## config.mk

```make
export PLATFORM = sky130hd
export DESIGN_NAME = adc_channel_and_conversion_control
export DESIGN_NICKNAME = d
export VERILOG_FILES = /design/src/rtl/conv_ctrl_pkg.sv /design/src/rtl/conv_clock_divider.sv /design/src/rtl/adc_channel_and_conversion_control.sv
export SDC_FILE = /design/constraint.sdc
export NUM_CORES = 1
export LEC_CHECK = 0
export BUFFER_PORTS_ARGS = -buffer_cell sky130_fd_sc_hd__clkbuf_2
export CAP_MARGIN = 20
export CORE_ASPECT_RATIO = 2
export CORE_MARGIN = 4
export CORE_UTILIZATION = 50
export DETAILED_ROUTE_END_ITERATION = 8
export PLACE_DENSITY = 0.8
export SYNTH_ARGS = -nofsm -noshare
export SYNTH_HDL_FRONTEND = slang
export SYNTH_HIERARCHICAL = 1
export SYNTH_SLANG_ARGS = --single-unit
```

## constraint.sdc

```tcl
create_clock -name ref_clk -period 3.7 [get_ports ref_clk]
set_input_delay 0.37 -clock ref_clk [delete_from_list [all_inputs] [get_ports ref_clk]]
set_output_delay 0.37 -clock ref_clk [all_outputs]
set_load 0.1 [all_outputs]
```

## src/rtl/conv_ctrl_pkg.sv

```systemverilog
// Shared constants for the converter channel and conversion control block.
// Assumes a 32-bit APB register bus with word-aligned registers.
package conv_ctrl_pkg;

  ////////////////////////////////////////////////////////////////////////////
  // Bus geometry
  localparam int          ADDR_W          = 12;
  localparam int          DATA_W          = 32;

  ////////////////////////////////////////////////////////////////////////////
  // Register indices; byte address is four times the index
  localparam logic [9:0]  IDX_CTRL_A      = 10'h07A;
  localparam logic [9:0]  IDX_INPUT_SEL   = 10'h07C;
  localparam logic [9:0]  IDX_TRIG_SEL    = 10'h07D;
  localparam logic [9:0]  IDX_IRQ_STATUS  = 10'h080;
  localparam logic [9:0]  IDX_IRQ_MASK    = 10'h081;
  localparam logic [ADDR_W-1:0] ADDR_CTRL_A     = {IDX_CTRL_A, 2'b00};
  localparam logic [ADDR_W-1:0] ADDR_INPUT_SEL  = {IDX_INPUT_SEL, 2'b00};
  localparam logic [ADDR_W-1:0] ADDR_TRIG_SEL   = {IDX_TRIG_SEL, 2'b00};
  localparam logic [ADDR_W-1:0] ADDR_IRQ_STATUS = {IDX_IRQ_STATUS, 2'b00};
  localparam logic [ADDR_W-1:0] ADDR_IRQ_MASK   = {IDX_IRQ_MASK, 2'b00};

  ////////////////////////////////////////////////////////////////////////////
  // Control register A field positions and reset value
  localparam int          BIT_POWER_ON    = 7;
  localparam int          BIT_GO          = 6;
  localparam int          BIT_AUTO_TRIG   = 5;
  localparam int          BIT_DONE_FLAG   = 4;
  localparam int          BIT_IRQ_ENABLE  = 3;
  localparam int          DIV_LSB         = 0;
  localparam int          DIV_W           = 3;
  localparam logic [7:0]  CTRL_A_RESET    = 8'h00;

  // Input selection, trigger selection and interrupt registers
  localparam int          SEL_W           = 5;
  localparam logic [4:0]  SEL_RESET       = 5'h00;
  localparam logic [4:0]  SEL_BANDGAP     = 5'h1E;
  localparam logic [4:0]  SEL_GROUND      = 5'h1F;
  localparam int          TRIG_W          = 3;
  localparam logic [2:0]  TRIG_RESET      = 3'h0;
  localparam logic [2:0]  TRIG_FREE_RUN   = 3'h0;
  localparam int          IRQ_W           = 2;
  localparam int          IRQ_BIT_DONE    = 0;
  localparam int          IRQ_BIT_ABORT   = 1;
  localparam logic [1:0]  IRQ_RESET       = 2'h0;

  ////////////////////////////////////////////////////////////////////////////
  // Gain encoding driven to the analog core
  localparam logic [1:0]  GAIN_1X         = 2'h0;
  localparam logic [1:0]  GAIN_10X        = 2'h1;
  localparam logic [1:0]  GAIN_200X       = 2'h2;

  ////////////////////////////////////////////////////////////////////////////
  // Conversion lengths in converter clock cycles, and prescaler
  localparam int          CNT_W           = 5;
  localparam logic [4:0]  CONV_LEN_FIRST  = 5'h19;
  localparam logic [4:0]  CONV_LEN_NORMAL = 5'h0D;
  localparam int          DIV_CNT_W       = 8;
  localparam logic [2:0]  DIV_CODE_MIN    = 3'h1;
  localparam logic [7:0]  DIV_MIN         = 8'h02;

endpackage : conv_ctrl_pkg

```

## src/rtl/conv_clock_divider.sv

```systemverilog
// Prescaler that turns the system clock into converter clock ticks.
// Assumes run is low between conversions so each conversion starts phase aligned.
`timescale 1ns/1ps
module conv_clock_divider
  import conv_ctrl_pkg::*;
(
  input  wire logic             ref_clk,
  input  wire logic             rst_b,
  input  wire logic             run,
  input  wire logic [DIV_W-1:0] divider_code,
  output logic                  tick
);

  logic [DIV_CNT_W-1:0] count_reg;
  logic [DIV_CNT_W-1:0] count_next;
  wire  [DIV_CNT_W-1:0] divisor;
  wire  [DIV_CNT_W-1:0] last_count;

  ////////////////////////////////////////////////////////////////////////////
  // Codes 0 and 1 divide by two, each higher code doubles
  assign divisor    = (divider_code <= DIV_CODE_MIN) ? DIV_MIN   // RULE_16
                                                     : (8'h01 << divider_code);
  assign last_count = divisor - 8'h01;
  assign tick       = run && (count_reg == last_count);
  assign count_next = (!run || tick) ? '0 : count_reg + 8'h01;

  always_ff @(posedge ref_clk) begin
    if (!rst_b) begin
      count_reg <= '0;
    end else begin
      count_reg <= count_next;
    end
  end
endmodule : conv_clock_divider

```

## src/rtl/adc_channel_and_conversion_control.sv

```systemverilog
// Channel, gain and conversion control for an on-chip analog converter.
// Assumes an APB master on the register side and an analog core that samples
// on conv_start and steps on conv_tick; trigger events are synchronous levels.
//
// Notes on behaviour
// RULE_01: Five-bit select field picks input or pair and differential gain.
// RULE_02: Select changes during a conversion apply only after it completes.
// RULE_03: Codes 0-7 single-ended inputs; 0x1E bandgap; 0x1F ground.
// RULE_04: Codes 8-15 pairs against negative 0 or 2; gain 10x or 200x.
// RULE_05: Codes 16-23 against negative 1, 24-29 against negative 2, unity.
// RULE_06: Control bit 7 powers the converter on, zero shuts it off.
// RULE_07: Clearing power during a conversion aborts it at once.
// RULE_08: Single mode: each write of one to bit 6 starts one conversion.
// RULE_09: Free running: one go write starts, then it keeps converting.
// RULE_10: First conversion after power on lasts 25 ticks, later ones 13.
// RULE_11: Go bit reads one while converting, clears itself on completion.
// RULE_12: Writing zero to the go bit has no effect.
// RULE_13: With auto trigger on, rising edge of chosen trigger starts one.
// RULE_14: Control A holds power, go, auto, done, irq enable, divider; resets zero.
// RULE_15: Done flag sets on completion; cleared by vector or writing one.
// RULE_16: Divider codes 0,1 give 2, each next code doubles up to 128.
// RULE_17: Trigger source zero means completion re-triggers a conversion.
// RULE_18: Auto-triggered conversions also show the go bit as one.
//
// Local design decision: the APB register port.
`timescale 1ns/1ps
module adc_channel_and_conversion_control
  import conv_ctrl_pkg::*;
(
  input  wire logic              ref_clk,
  input  wire logic              rst_b,
  input  wire logic              psel,
  input  wire logic              penable,
  input  wire logic              pwrite,
  input  wire logic [ADDR_W-1:0] paddr,
  input  wire logic [DATA_W-1:0] pwdata,
  output logic                   pready,
  output logic      [DATA_W-1:0] prdata,
  output logic                   pslverr,
  input  wire logic [7:0]        trigger_events,
  input  wire logic              irq_ack,
  output logic                   irq,
  output logic                   converter_power_on,
  output logic                   conv_start,
  output logic                   conv_tick,
  output logic                   conv_active,
  output logic                   conv_complete,
  output logic                   conv_init,
  output logic                   sel_single_ended,
  output logic                   sel_differential,
  output logic                   sel_bandgap,
  output logic                   sel_ground,
  output logic [2:0]             pos_input,
  output logic [2:0]             neg_input,
  output logic [1:0]             gain_code
);

  ////////////////////////////////////////////////////////////////////////////
  // State
  logic             power_on_reg;
  logic             auto_trigger_on_reg;
  logic             done_flag_reg;
  logic             irq_enable_reg;
  logic [DIV_W-1:0] divider_reg;
  logic [SEL_W-1:0] input_gain_select_reg;
  logic [TRIG_W-1:0] trigger_source_select_reg;
  logic [IRQ_W-1:0] irq_status_reg;
  logic [IRQ_W-1:0] irq_mask_reg;
  logic             busy_reg;
  logic             init_needed_reg;
  logic [CNT_W-1:0] remaining_reg;
  logic [CNT_W-1:0] conv_len_reg;
  logic             trig_prev_reg;
  logic             start_pulse_reg;
  logic             complete_pulse_reg;
  logic [SEL_W-1:0] applied_sel_reg;
  logic             single_reg;
  logic             diff_reg;
  logic             bandgap_reg;
  logic             ground_reg;
  logic [2:0]       pos_reg;
  logic [2:0]       neg_reg;
  logic [1:0]       gain_reg;
  logic [DATA_W-1:0] prdata_reg;
  logic             pslverr_reg;

  ////////////////////////////////////////////////////////////////////////////
  // Bus decode
  wire wr_en       = psel && penable && pwrite;
  wire hit_ctrl    = (paddr == ADDR_CTRL_A);
  wire hit_sel     = (paddr == ADDR_INPUT_SEL);
  wire hit_trig    = (paddr == ADDR_TRIG_SEL);
  wire hit_status  = (paddr == ADDR_IRQ_STATUS);
  wire hit_mask    = (paddr == ADDR_IRQ_MASK);
  wire hit_any     = hit_ctrl || hit_sel || hit_trig || hit_status || hit_mask;
  wire wr_ctrl     = wr_en && hit_ctrl;
  wire wr_sel      = wr_en && hit_sel;
  wire wr_trig     = wr_en && hit_trig;
  wire wr_status   = wr_en && hit_status;
  wire wr_mask     = wr_en && hit_mask;
  wire setup_phase = psel && !penable;

  ////////////////////////////////////////////////////////////////////////////
  // Conversion control
  wire power_next  = wr_ctrl ? pwdata[BIT_POWER_ON] : power_on_reg;          // RULE_06
  wire disable_wr  = wr_ctrl && !pwdata[BIT_POWER_ON];
  wire sw_go       = wr_ctrl && pwdata[BIT_GO];                              // RULE_08 RULE_12
  wire free_run    = auto_trigger_on_reg && (trigger_source_select_reg == TRIG_FREE_RUN);
  wire trig_level  = (trigger_source_select_reg != TRIG_FREE_RUN)
                     && trigger_events[trigger_source_select_reg];
  wire trig_edge   = trig_level && !trig_prev_reg;
  wire tick;
  wire finishing   = busy_reg && tick && (remaining_reg == 5'h01);
  wire start_cause = sw_go                                                   // RULE_08 RULE_09
                     || (auto_trigger_on_reg && trig_edge)                   // RULE_13
                     || (finishing && free_run);                             // RULE_17
  wire start_evt   = power_next && start_cause && (!busy_reg || finishing);
  wire busy_next   = start_evt ? 1'b1                                        // RULE_18
                   : (finishing || disable_wr) ? 1'b0 : busy_reg;            // RULE_07 RULE_11
  wire [CNT_W-1:0] len_sel = init_needed_reg ? CONV_LEN_FIRST              // RULE_10
                                             : CONV_LEN_NORMAL;
  wire [CNT_W-1:0] remaining_next = start_evt ? len_sel
                                  : (busy_reg && tick) ? remaining_reg - 5'h01
                                  : remaining_reg;
  wire init_next   = !power_next ? 1'b1 : start_evt ? 1'b0 : init_needed_reg;
  wire done_clear  = (wr_ctrl && pwdata[BIT_DONE_FLAG]) || irq_ack;
  wire done_next   = finishing || (done_flag_reg && !done_clear);            // RULE_15
  wire aborting    = disable_wr && busy_reg;

  ////////////////////////////////////////////////////////////////////////////
  // Interrupt status, set wins over write-one-to-clear
  wire [IRQ_W-1:0] irq_events = {aborting, finishing};
  wire [IRQ_W-1:0] irq_status_next =
      irq_events | (irq_status_reg & ~(wr_status ? pwdata[IRQ_W-1:0] : 2'b00));
  assign irq = (done_flag_reg && irq_enable_reg) || |(irq_status_reg & irq_mask_reg);

  ////////////////////////////////////////////////////////////////////////////
  // Selection decode from the applied code
  wire [SEL_W-1:0] sel_src  = (busy_reg && !finishing) ? applied_sel_reg        // RULE_02
                                                      : input_gain_select_reg;
  wire             d_bg     = (sel_src == SEL_BANDGAP);                       // RULE_03
  wire             d_gnd    = (sel_src == SEL_GROUND);
  wire             d_single = (sel_src[4:3] == 2'b00);
  wire             d_pairlo = (sel_src[4:3] == 2'b01);                        // RULE_04
  wire             d_diff   = !d_single && !d_bg && !d_gnd;
  wire [2:0]       d_pos    = d_pairlo ? {1'b0, sel_src[2], sel_src[0]} : sel_src[2:0];
  wire [2:0]       d_neg    = d_pairlo ? {1'b0, sel_src[2], 1'b0}             // RULE_04
                            : (sel_src[4:3] == 2'b10) ? 3'h1                 // RULE_05
                            : (sel_src[4:3] == 2'b11) ? 3'h2 : 3'h0;
  wire [1:0]       d_gain   = d_pairlo ? (sel_src[1] ? GAIN_200X : GAIN_10X) : GAIN_1X;

  ////////////////////////////////////////////////////////////////////////////
  // Register read mux
  wire [7:0] ctrl_a_view = {power_on_reg, busy_reg, auto_trigger_on_reg,     // RULE_14
                            done_flag_reg, irq_enable_reg, divider_reg};     // RULE_11
  wire [DATA_W-1:0] rd_mux =
      hit_ctrl   ? {24'h000000, ctrl_a_view}
    : hit_sel    ? {27'h0000000, input_gain_select_reg}
    : hit_trig   ? {29'h00000000, trigger_source_select_reg}
    : hit_status ? {30'h00000000, irq_status_reg}
    : hit_mask   ? {30'h00000000, irq_mask_reg}
    : 32'h00000000;

  assign pready  = psel && penable;
  assign prdata  = prdata_reg;
  assign pslverr = pslverr_reg && psel && penable;

  ////////////////////////////////////////////////////////////////////////////
  // Prescaler
  conv_clock_divider u_divider (
    .ref_clk      (ref_clk),
    .rst_b        (rst_b),
    .run          (busy_reg),
    .divider_code (divider_reg),
    .tick         (tick)
  );

  ////////////////////////////////////////////////////////////////////////////
  // Software registers
  always_ff @(posedge ref_clk) begin
    if (!rst_b) begin
      power_on_reg              <= CTRL_A_RESET[BIT_POWER_ON];               // RULE_14
      auto_trigger_on_reg       <= CTRL_A_RESET[BIT_AUTO_TRIG];
      irq_enable_reg            <= CTRL_A_RESET[BIT_IRQ_ENABLE];
      divider_reg               <= CTRL_A_RESET[DIV_W-1:0];
      input_gain_select_reg     <= SEL_RESET;
      trigger_source_select_reg <= TRIG_RESET;
      irq_mask_reg              <= IRQ_RESET;
    end else begin
      power_on_reg <= power_next;
      if (wr_ctrl) begin
        auto_trigger_on_reg <= pwdata[BIT_AUTO_TRIG];
        irq_enable_reg      <= pwdata[BIT_IRQ_ENABLE];
        divider_reg         <= pwdata[DIV_LSB +: DIV_W];
      end
      if (wr_sel) begin
        input_gain_select_reg <= pwdata[SEL_W-1:0];                         // RULE_01
      end
      if (wr_trig) begin
        trigger_source_select_reg <= pwdata[TRIG_W-1:0];
      end
      if (wr_mask) begin
        irq_mask_reg <= pwdata[IRQ_W-1:0];
      end
    end
  end

  ////////////////////////////////////////////////////////////////////////////
  // Conversion sequencing and flags
  always_ff @(posedge ref_clk) begin
    if (!rst_b) begin
      busy_reg           <= 1'b0;
      init_needed_reg    <= 1'b1;
      remaining_reg      <= '0;
      conv_len_reg       <= '0;
      trig_prev_reg      <= 1'b0;
      start_pulse_reg    <= 1'b0;
      complete_pulse_reg <= 1'b0;
      done_flag_reg      <= CTRL_A_RESET[BIT_DONE_FLAG];
      irq_status_reg     <= IRQ_RESET;
    end else begin
      busy_reg           <= busy_next;
      init_needed_reg    <= init_next;
      remaining_reg      <= remaining_next;
      conv_len_reg       <= start_evt ? len_sel : conv_len_reg;
      trig_prev_reg      <= trig_level;
      start_pulse_reg    <= start_evt;
      complete_pulse_reg <= finishing;
      done_flag_reg      <= done_next;
      irq_status_reg     <= irq_status_next;
    end
  end

  ////////////////////////////////////////////////////////////////////////////
  // Applied selection and decoded outputs
  always_ff @(posedge ref_clk) begin
    if (!rst_b) begin
      applied_sel_reg <= SEL_RESET;
      single_reg      <= 1'b1;
      diff_reg        <= 1'b0;
      bandgap_reg     <= 1'b0;
      ground_reg      <= 1'b0;
      pos_reg         <= 3'h0;
      neg_reg         <= 3'h0;
      gain_reg        <= GAIN_1X;
    end else begin
      applied_sel_reg <= sel_src;                                            // RULE_02
      single_reg      <= d_single;                                           // RULE_03
      diff_reg        <= d_diff;
      bandgap_reg     <= d_bg;
      ground_reg      <= d_gnd;
      pos_reg         <= d_pos;                                              // RULE_05
      neg_reg         <= d_neg;
      gain_reg        <= d_gain;
    end
  end

  ////////////////////////////////////////////////////////////////////////////
  // Read data captured in the setup phase
  always_ff @(posedge ref_clk) begin
    if (!rst_b) begin
      prdata_reg  <= '0;
      pslverr_reg <= 1'b0;
    end else if (setup_phase) begin
      prdata_reg  <= rd_mux;
      pslverr_reg <= !hit_any;
    end
  end

  assign converter_power_on = power_on_reg;
  assign conv_start         = start_pulse_reg;
  assign conv_tick          = tick;
  assign conv_active        = busy_reg;
  assign conv_complete      = complete_pulse_reg;
  assign conv_init          = busy_reg && (conv_len_reg == CONV_LEN_FIRST);
  assign sel_single_ended   = single_reg;
  assign sel_differential   = diff_reg;
  assign sel_bandgap        = bandgap_reg;
  assign sel_ground         = ground_reg;
  assign pos_input          = pos_reg;
  assign neg_input          = neg_reg;
  assign gain_code          = gain_reg;

  ////////////////////////////////////////////////////////////////////////////
  // Checks
  logic [CNT_W-1:0] ticks_seen_reg;
  always_ff @(posedge ref_clk) begin
    if (!rst_b || start_evt) begin
      ticks_seen_reg <= '0;
    end else if (busy_reg && tick) begin
      ticks_seen_reg <= ticks_seen_reg + 5'h01;
    end
  end
endmodule : adc_channel_and_conversion_control

```

# ---- Yosys cells after proc, flatten, opt, wreduce, memory -nomap -nowiden
# Index checks and enable logic that the tools add are counted.
dict set report totals {
  register_bits 92
  in_bits 58
  wordCells 138
}
dict set report classes {
  n_addsub 3
  n_lt_le_gt_ge 2
  eq_ne 13
  shifts 1
  n_mux 21
  n_bitwise 5
  n_reduce_logical 63
}
# cell count
set op_table {}
lappend op_table {{$eq 12x9->1 const B} 3}
lappend op_table {{$logic_and 1x1->1} 30}
lappend op_table {{$mux 5} 5}
lappend op_table {{$eq 12x10->1 const B} 2}
lappend op_table {{$mux 2} 8}
lappend op_table {{$mux 8} 2}
lappend op_table {{$eq 5x5->1 const B} 3}
lappend op_table {{$logic_or 1x1->1} 12}
lappend op_table {{$logic_not 1->1} 10}
lappend op_table {{$add 8x1->8 const B} 1}
lappend op_table {{$eq 8x8->1} 1}
lappend op_table {{$shl 1x3->8 const A} 1}
lappend op_table {{$sub 8x1->8 const B} 1}
lappend op_table {{$reduce_or 2->1} 3}
lappend op_table {{$eq 5x1->1 const B} 1}
lappend op_table {{$sub 5x1->5 const B} 1}
lappend op_table {{$and 2x2->2} 2}
lappend op_table {{$eq 2x2->1 const B} 2}
lappend op_table {{$lt 3x4->1 const B} 1}
lappend op_table {{$mux 1} 4}
lappend op_table {{$reduce_and 2->1} 2}
lappend op_table {{$reduce_bool 2->1} 2}
lappend op_table {{$bmux 1 s3} 1}
lappend op_table {{$le 3x1->1 const B} 1}
lappend op_table {{9 further kinds} 9}

# ---- Logic depth before layout (Yosys ltp)
dict set report logic_depth {
  ltp_word 14
  mapped_depth 14
  depth_no_buf 12
}

# ---- Cells and area by module
# Netlist, hierarchy kept.
# mod n_inst cells_each area_per_inst_um2
set by_module_without_submodules {}
lappend by_module_without_submodules {adc_channel_and_conversion_control 1 300 2637.5}
lappend by_module_without_submodules {conv_clock_divider 1 65 553.0}

# ---- Worst setup path after synthesis
# Ideal clock, no wire load.
dict set report synth_timing {
  kind {reg-to-reg}
  startpoint {register divider_reg[2]}
  endpoint {register init_needed_reg}
  arrival_ns 3.884
  required_time_ns 3.580
  setup_slack_ns -0.304
  stages_incl_launch_ff 14
  synth_period_minus_slack_ns 4.004
  path_cell_list {dfxtp_1 > buf_6 > or2_4 > ha_1 > xnor2_1 > nor4b_2 > nand3_1 > a21oi_2 > and2_1 > nor4b_1 > nand3_1 > o2bb2a_4 > a211o_1 > a211o_2}
}
dict set report synth_between {
  elab_chain_cells 11
}
# element line_no
set synth_lines {}
lappend synth_lines {{from (decl)} adc_channel_and_conversion_control.sv:64} ;# logic [DIV_W-1:0] divider_reg;
lappend synth_lines {{from (signal assigned)} adc_channel_and_conversion_control.sv:185} ;# divider_reg <= CTRL_A_RESET[DIV_W-1:0];
lappend synth_lines {{from (signal assigned)} adc_channel_and_conversion_control.sv:194} ;# divider_reg <= pwdata[DIV_LSB +: DIV_W];
lappend synth_lines {{$le 3x1->1 or $shl 1x3->8 (tied branches)} {conv_clock_divider.sv:21, conv_clock_divider.sv:22}}
lappend synth_lines {{$mux 8 *} conv_clock_divider.sv:21} ;# assign divisor = (divider_code <= DIV_CODE_MIN) ? DIV_MIN
lappend synth_lines {{$sub 8x1->8 *} conv_clock_divider.sv:23} ;# assign last_count = divisor - 8'h01;
lappend synth_lines {{$eq 8x8->1 *} conv_clock_divider.sv:24} ;# assign tick = run && (count_reg == last_count);
lappend synth_lines {{$logic_and 1x1->1 *} conv_clock_divider.sv:24}
lappend synth_lines {{net conv_tick} adc_channel_and_conversion_control.sv:45} ;# output logic conv_tick,
lappend synth_lines {{$logic_and 1x1->1 *} n/a}
lappend synth_lines {{$logic_and 1x1->1 *} adc_channel_and_conversion_control.sv:113} ;# wire finishing = busy_reg && tick && (remaining_reg == 5'h01);
lappend synth_lines {{$logic_and 1x1->1} adc_channel_and_conversion_control.sv:116} ;# || (finishing && free_run);
lappend synth_lines {{$logic_or 1x1->1} adc_channel_and_conversion_control.sv:116}
lappend synth_lines {{$logic_and 1x1->1} adc_channel_and_conversion_control.sv:117} ;# wire start_evt = power_next && start_cause && (!busy_reg || finishing);
lappend synth_lines {{$logic_and 1x1->1 *} adc_channel_and_conversion_control.sv:117}
lappend synth_lines {{to (signal assigned)} adc_channel_and_conversion_control.sv:223} ;# init_needed_reg <= init_next;
lappend synth_lines {{to (decl)} adc_channel_and_conversion_control.sv:70} ;# logic init_needed_reg;
# Mark *: on every way through the listed nets, which the timed path passes. The rest lies on a longest branch.
# A chain may end at the register's enable or synchronous reset.

# ---- Worst setup path after layout
dict set report layout_timing {
  startpoint {register divider_reg[2]}
  endpoint {register bandgap_reg (netlist: sel_bandgap)}
}
dict set report layout_between {
  elab_chain_cells 11
}
# element line_no
set layout_lines {}
lappend layout_lines {{$le 3x1->1 or $shl 1x3->8 (tied branches)} {conv_clock_divider.sv:21, conv_clock_divider.sv:22}}
lappend layout_lines {{$mux 8 *} conv_clock_divider.sv:21}
lappend layout_lines {{$sub 8x1->8 *} conv_clock_divider.sv:23}
lappend layout_lines {{$eq 8x8->1 *} conv_clock_divider.sv:24}
lappend layout_lines {{$logic_and 1x1->1 *} conv_clock_divider.sv:24}
lappend layout_lines {{$logic_and 1x1->1 *} n/a}
lappend layout_lines {{$logic_and 1x1->1 *} adc_channel_and_conversion_control.sv:113}
lappend layout_lines {{$logic_not 1->1 *} adc_channel_and_conversion_control.sv:139} ;# wire [SEL_W-1:0] sel_src = (busy_reg && !finishing) ? applied_sel_reg
lappend layout_lines {{$logic_and 1x1->1 *} adc_channel_and_conversion_control.sv:139}
lappend layout_lines {{$mux 5 *} adc_channel_and_conversion_control.sv:139}
lappend layout_lines {{$eq 5x5->1 *} adc_channel_and_conversion_control.sv:141} ;# wire d_bg = (sel_src == SEL_BANDGAP);
lappend layout_lines {{to (signal assigned)} adc_channel_and_conversion_control.sv:250} ;# bandgap_reg <= d_bg;
lappend layout_lines {{to (decl)} adc_channel_and_conversion_control.sv:79} ;# logic bandgap_reg;
# Mark *: on every way between the ends. The rest lies on a longest branch, timed or not.

==> impl_metrics.py <==
metrics = {
    "timing": {
        "setup_violations": 0,
        "setup-tns-final_ns": 0,
        "tightest_slew_ns": 0.556,
        "min_period_over_period": 0.920,
        "drv_slew": 0,
        "finalCriticalPeriod_ns": 3.40,
        "slew_headroom": 0.631,
        "holdWs_ns": 0.279,
        "max_freq_mhz": 294,
        "rsz0062_at_grt": "no",
        "fin_skew_ns": 0.00386,
        "hold_viol": 0,
    },
    "worst_setup_path": {
        "cp_slowest_stage_delay_ns": 0.54,
        "crit_fanout": 10,
        "rr_endpoint": "sel_bandgap",
        "end_kind": "flop",
        "r2r_slack_ns": 0.30,
        "critPathKind": "flop to flop",
        "critPathRequiredTime_ns": 3.97,
        "rr_worst_depth": 13,
        "cp_slowest_cell": "dfxtp_1",
        "startpoint_type": "flop",
        "arrival_ns": 3.67,
        "cp_cell_sequence": "or2_4 -> ha_1 -> xnor2_1 -> nor4b_2 -> nand3_1 -> a21oi_2 -> and2_2 -> nor4b_1 -> a21boi_0 -> buf_4 -> mux2i_1 -> nor4_1 -> and3_1",
        "timing.rr.start": "divider_reg[2]",
    },
    "detailed_routing": {
        "viasPerCell": 5.37,
        "dr.first_iter.drc_count": 129,
        "wl_um": 7660,
        "via_count": 2778,
        "ant_nets": 0,
        "drtPass1Iterations": 4,
        "drc": 0,
        "wl_per_cell_um": 14.8,
    },
    "clocking": {
        "post_cts_buffers": 0,
        "clk_pin_slew_worst_paths_ns": 0.06,
        "cts_hold_buf": 0,
        "cts_tree": "built",
        "cts_sinks": 64,
        "clockRootBuffer": "clkbuf_16",
        "cts_inserted_buffers": 9,
        "cts_buffer_depth": 2,
        "clock_latency_ns": 0.33,
        "htreeDepth": 3,
        "cts_resized": 0,
    },
    "floorplanning": {
        "ios": 111,
        "dieArea_um2": 7800,
        "rows": 41,
        "initial_core_util": 0.510,
        "core_area_um2": 6260,
        "die_w_um": 64.5,
        "dieHeight_um": 121,
    },
    "worst_hold_path": {
        "min_from": "pwdata[3]",
        "worst_hold_path.endpoint": "input_gain_select_reg[3]",
        "hp-class": "input port to flop",
        "hold_depth": 3,
    },
    "power_and_ir_drop": {
        "power.density_nw_per_um2": 453,
        "leakagePower_nw": 1.56,
        "ir_drop_uv": 365,
    },
    "yosys": {
        "synthFlopType": "dfxtp_1",
        "avgSynthCellArea_um2": 8.74,
        "synth.cell_area_um2": 3190,
        "syn_inst": 365,
        "synth_area_leaders": "dfxtp_1, mux2i_1, buf_4",
        "synth-edff-count": 0,
        "ys_ff_latch": 64,
        "ys_warn_count": 6,
        "yosysTopAreaCellShare": 0.402,
        "yosysTopAreaCell": "dfxtp_1",
        "ys_seq_area_frac": 0.402,
        "async_reset_ff_frac": 0,
        "synth.distinct_cells": 51,
    },
    "global_routing": {
        "overflow": 0,
        "grt_usage": 0.211,
        "grt_pass1_vias": 2760,
        "antenna_found_initial": 0,
        "grt_pass1_wl_um": 12900,
        "grt_max_degree": 32,
    },
    "placed_design": {
        "io_buffers": 61,
        "gp_congestion": 0.879,
        "dp_cells": 501,
        "dpl.hpwl_um": 5890,
    },
    "layout": {
        "syn_to_final_growth_pct": 18.5,
        "drive_above_1_share": 0.230,
        "nets": 488,
        "diodes": 0,
        "fin_cells": 517,
    },
    "run": {
        "cap_violations": 0,
    },
    "status": {
        "status": "complete, no violations",
    },
}
==> routing by layer <==
layer | up-vias | GRT usage | share of wire
met2 | 109 | 0.400 | 0.56
met4 | 0 | 0.114 | 0.037
met1 | 1302 | 0.210 | 0.35
met5 | - | 0 | 0
met3 | 22 | 0.0361 | 0.050
li1 | 1345 | - | -
==> worst max-delay path: cells and delay by family, from the launching register on <==
| kind | cells | cell delay (ns) |
|---|---|---|
| simple gates | 7 | 1.77 |
| flops | 1 | 0.54 |
| compound gates | 2 | 0.28 |
| fa+ha+maj | 1 | 0.24 |
| buf+inv | 1 | 0.20 |
| mux | 1 | 0.17 |
| xor+xnor | 1 | 0.14 |
==> layout make-up <==
| type | instances | area (µm²) |
|---|---|---|
| sequential | 64 | 1280 |
| timing repair buffer | 69 | 385 |
| inverter | 11 | 41.3 |
| fill | 570 | 2480 |
| multi-input combinational | 271 | 1670 |
| clock buffer | 9 | 225 |
| tap | 86 | 108 |
| clock inverter | 7 | 71.3 |
==> through the flow <==
step                cell area (µm²)  utilization  power, W  setup slack, ns
detailed placement             3480        0.557  0.000901            0.340
floorplan                      3280            -  0.000885           0.0159
CTS                            3780        0.604   0.00172            0.301
finish                         3780        0.604   0.00171            0.295
global placement               3460        0.552  0.000895            0.389
global route                   3780        0.604   0.00177          0.00709
==> synth_stat cells (all sizes together), types with 7 or more instances <==
cell type / instances
xnor2: 9
nand2b: 7
nor2: 32
nor3: 15
nand2: 37
inv: 11
buf: 34
and3: 7
a21oi: 27
xor2: 7
nand3: 15
o21ai: 10
dfxtp: 64
mux2i: 21
clkbuf: 9
==> power by group <==
group | leakage, nW | internal, W | switching, W
logic | 0.907 | 0.0000281 | 0.000165
clock network | 0.138 | 0.000520 | 0.000305
registers | 0.516 | 0.000692 | 0.00000170
total | 1.56 | 0.00124 | 0.000472
==> how the worst max path moves through the flow <==
stage                        start         endpoint  slack, ns
floorplan           divider_reg[2]  init_needed_reg       0.02
global placement    divider_reg[2]      sel_bandgap       0.39
detailed placement  divider_reg[2]      sel_bandgap       0.34
CTS                 divider_reg[2]      sel_bandgap       0.30
global route        divider_reg[2]      sel_bandgap      0.007
finish              divider_reg[2]      sel_bandgap       0.30
==> cell families after synthesis <==
logic type | after synthesis | share of synthesized area
compound gates | 57 | 0.112
xor+xnor | 16 | 0.0439
fa+ha+maj | 4 | 0.0157
buf+inv | 54 | 0.104
flops | 64 | 0.402
mux | 25 | 0.0800
other cells | 2 | 0.00235
simple gates | 143 | 0.240
==> cells in the final DEF (no fill, tap or decap), drive strengths merged, types with 2 or more instances in the layout <==
master / instances
dfxtp: 64
buf: 8
a221oi: 2
mux2: 4
o21ai: 10
and2: 3
nand3: 15
ha: 4
xnor2: 9
a21oi: 27
nor2b: 2
conb: 26
nor3: 15
nor4: 3
nand2: 37
nor3b: 3
mux2i: 21
a211oi: 3
clkinv: 2
inv: 12
a211o: 2
xor2: 7
clkinvlp: 3
and3: 7
clkbuf: 70
nand4: 2
nand2b: 7
nand3b: 3
nor4b: 5
o22ai: 4
or3: 2
nor2: 32
and4b: 2
Note: power is estimated with default switching activity, not from simulation.
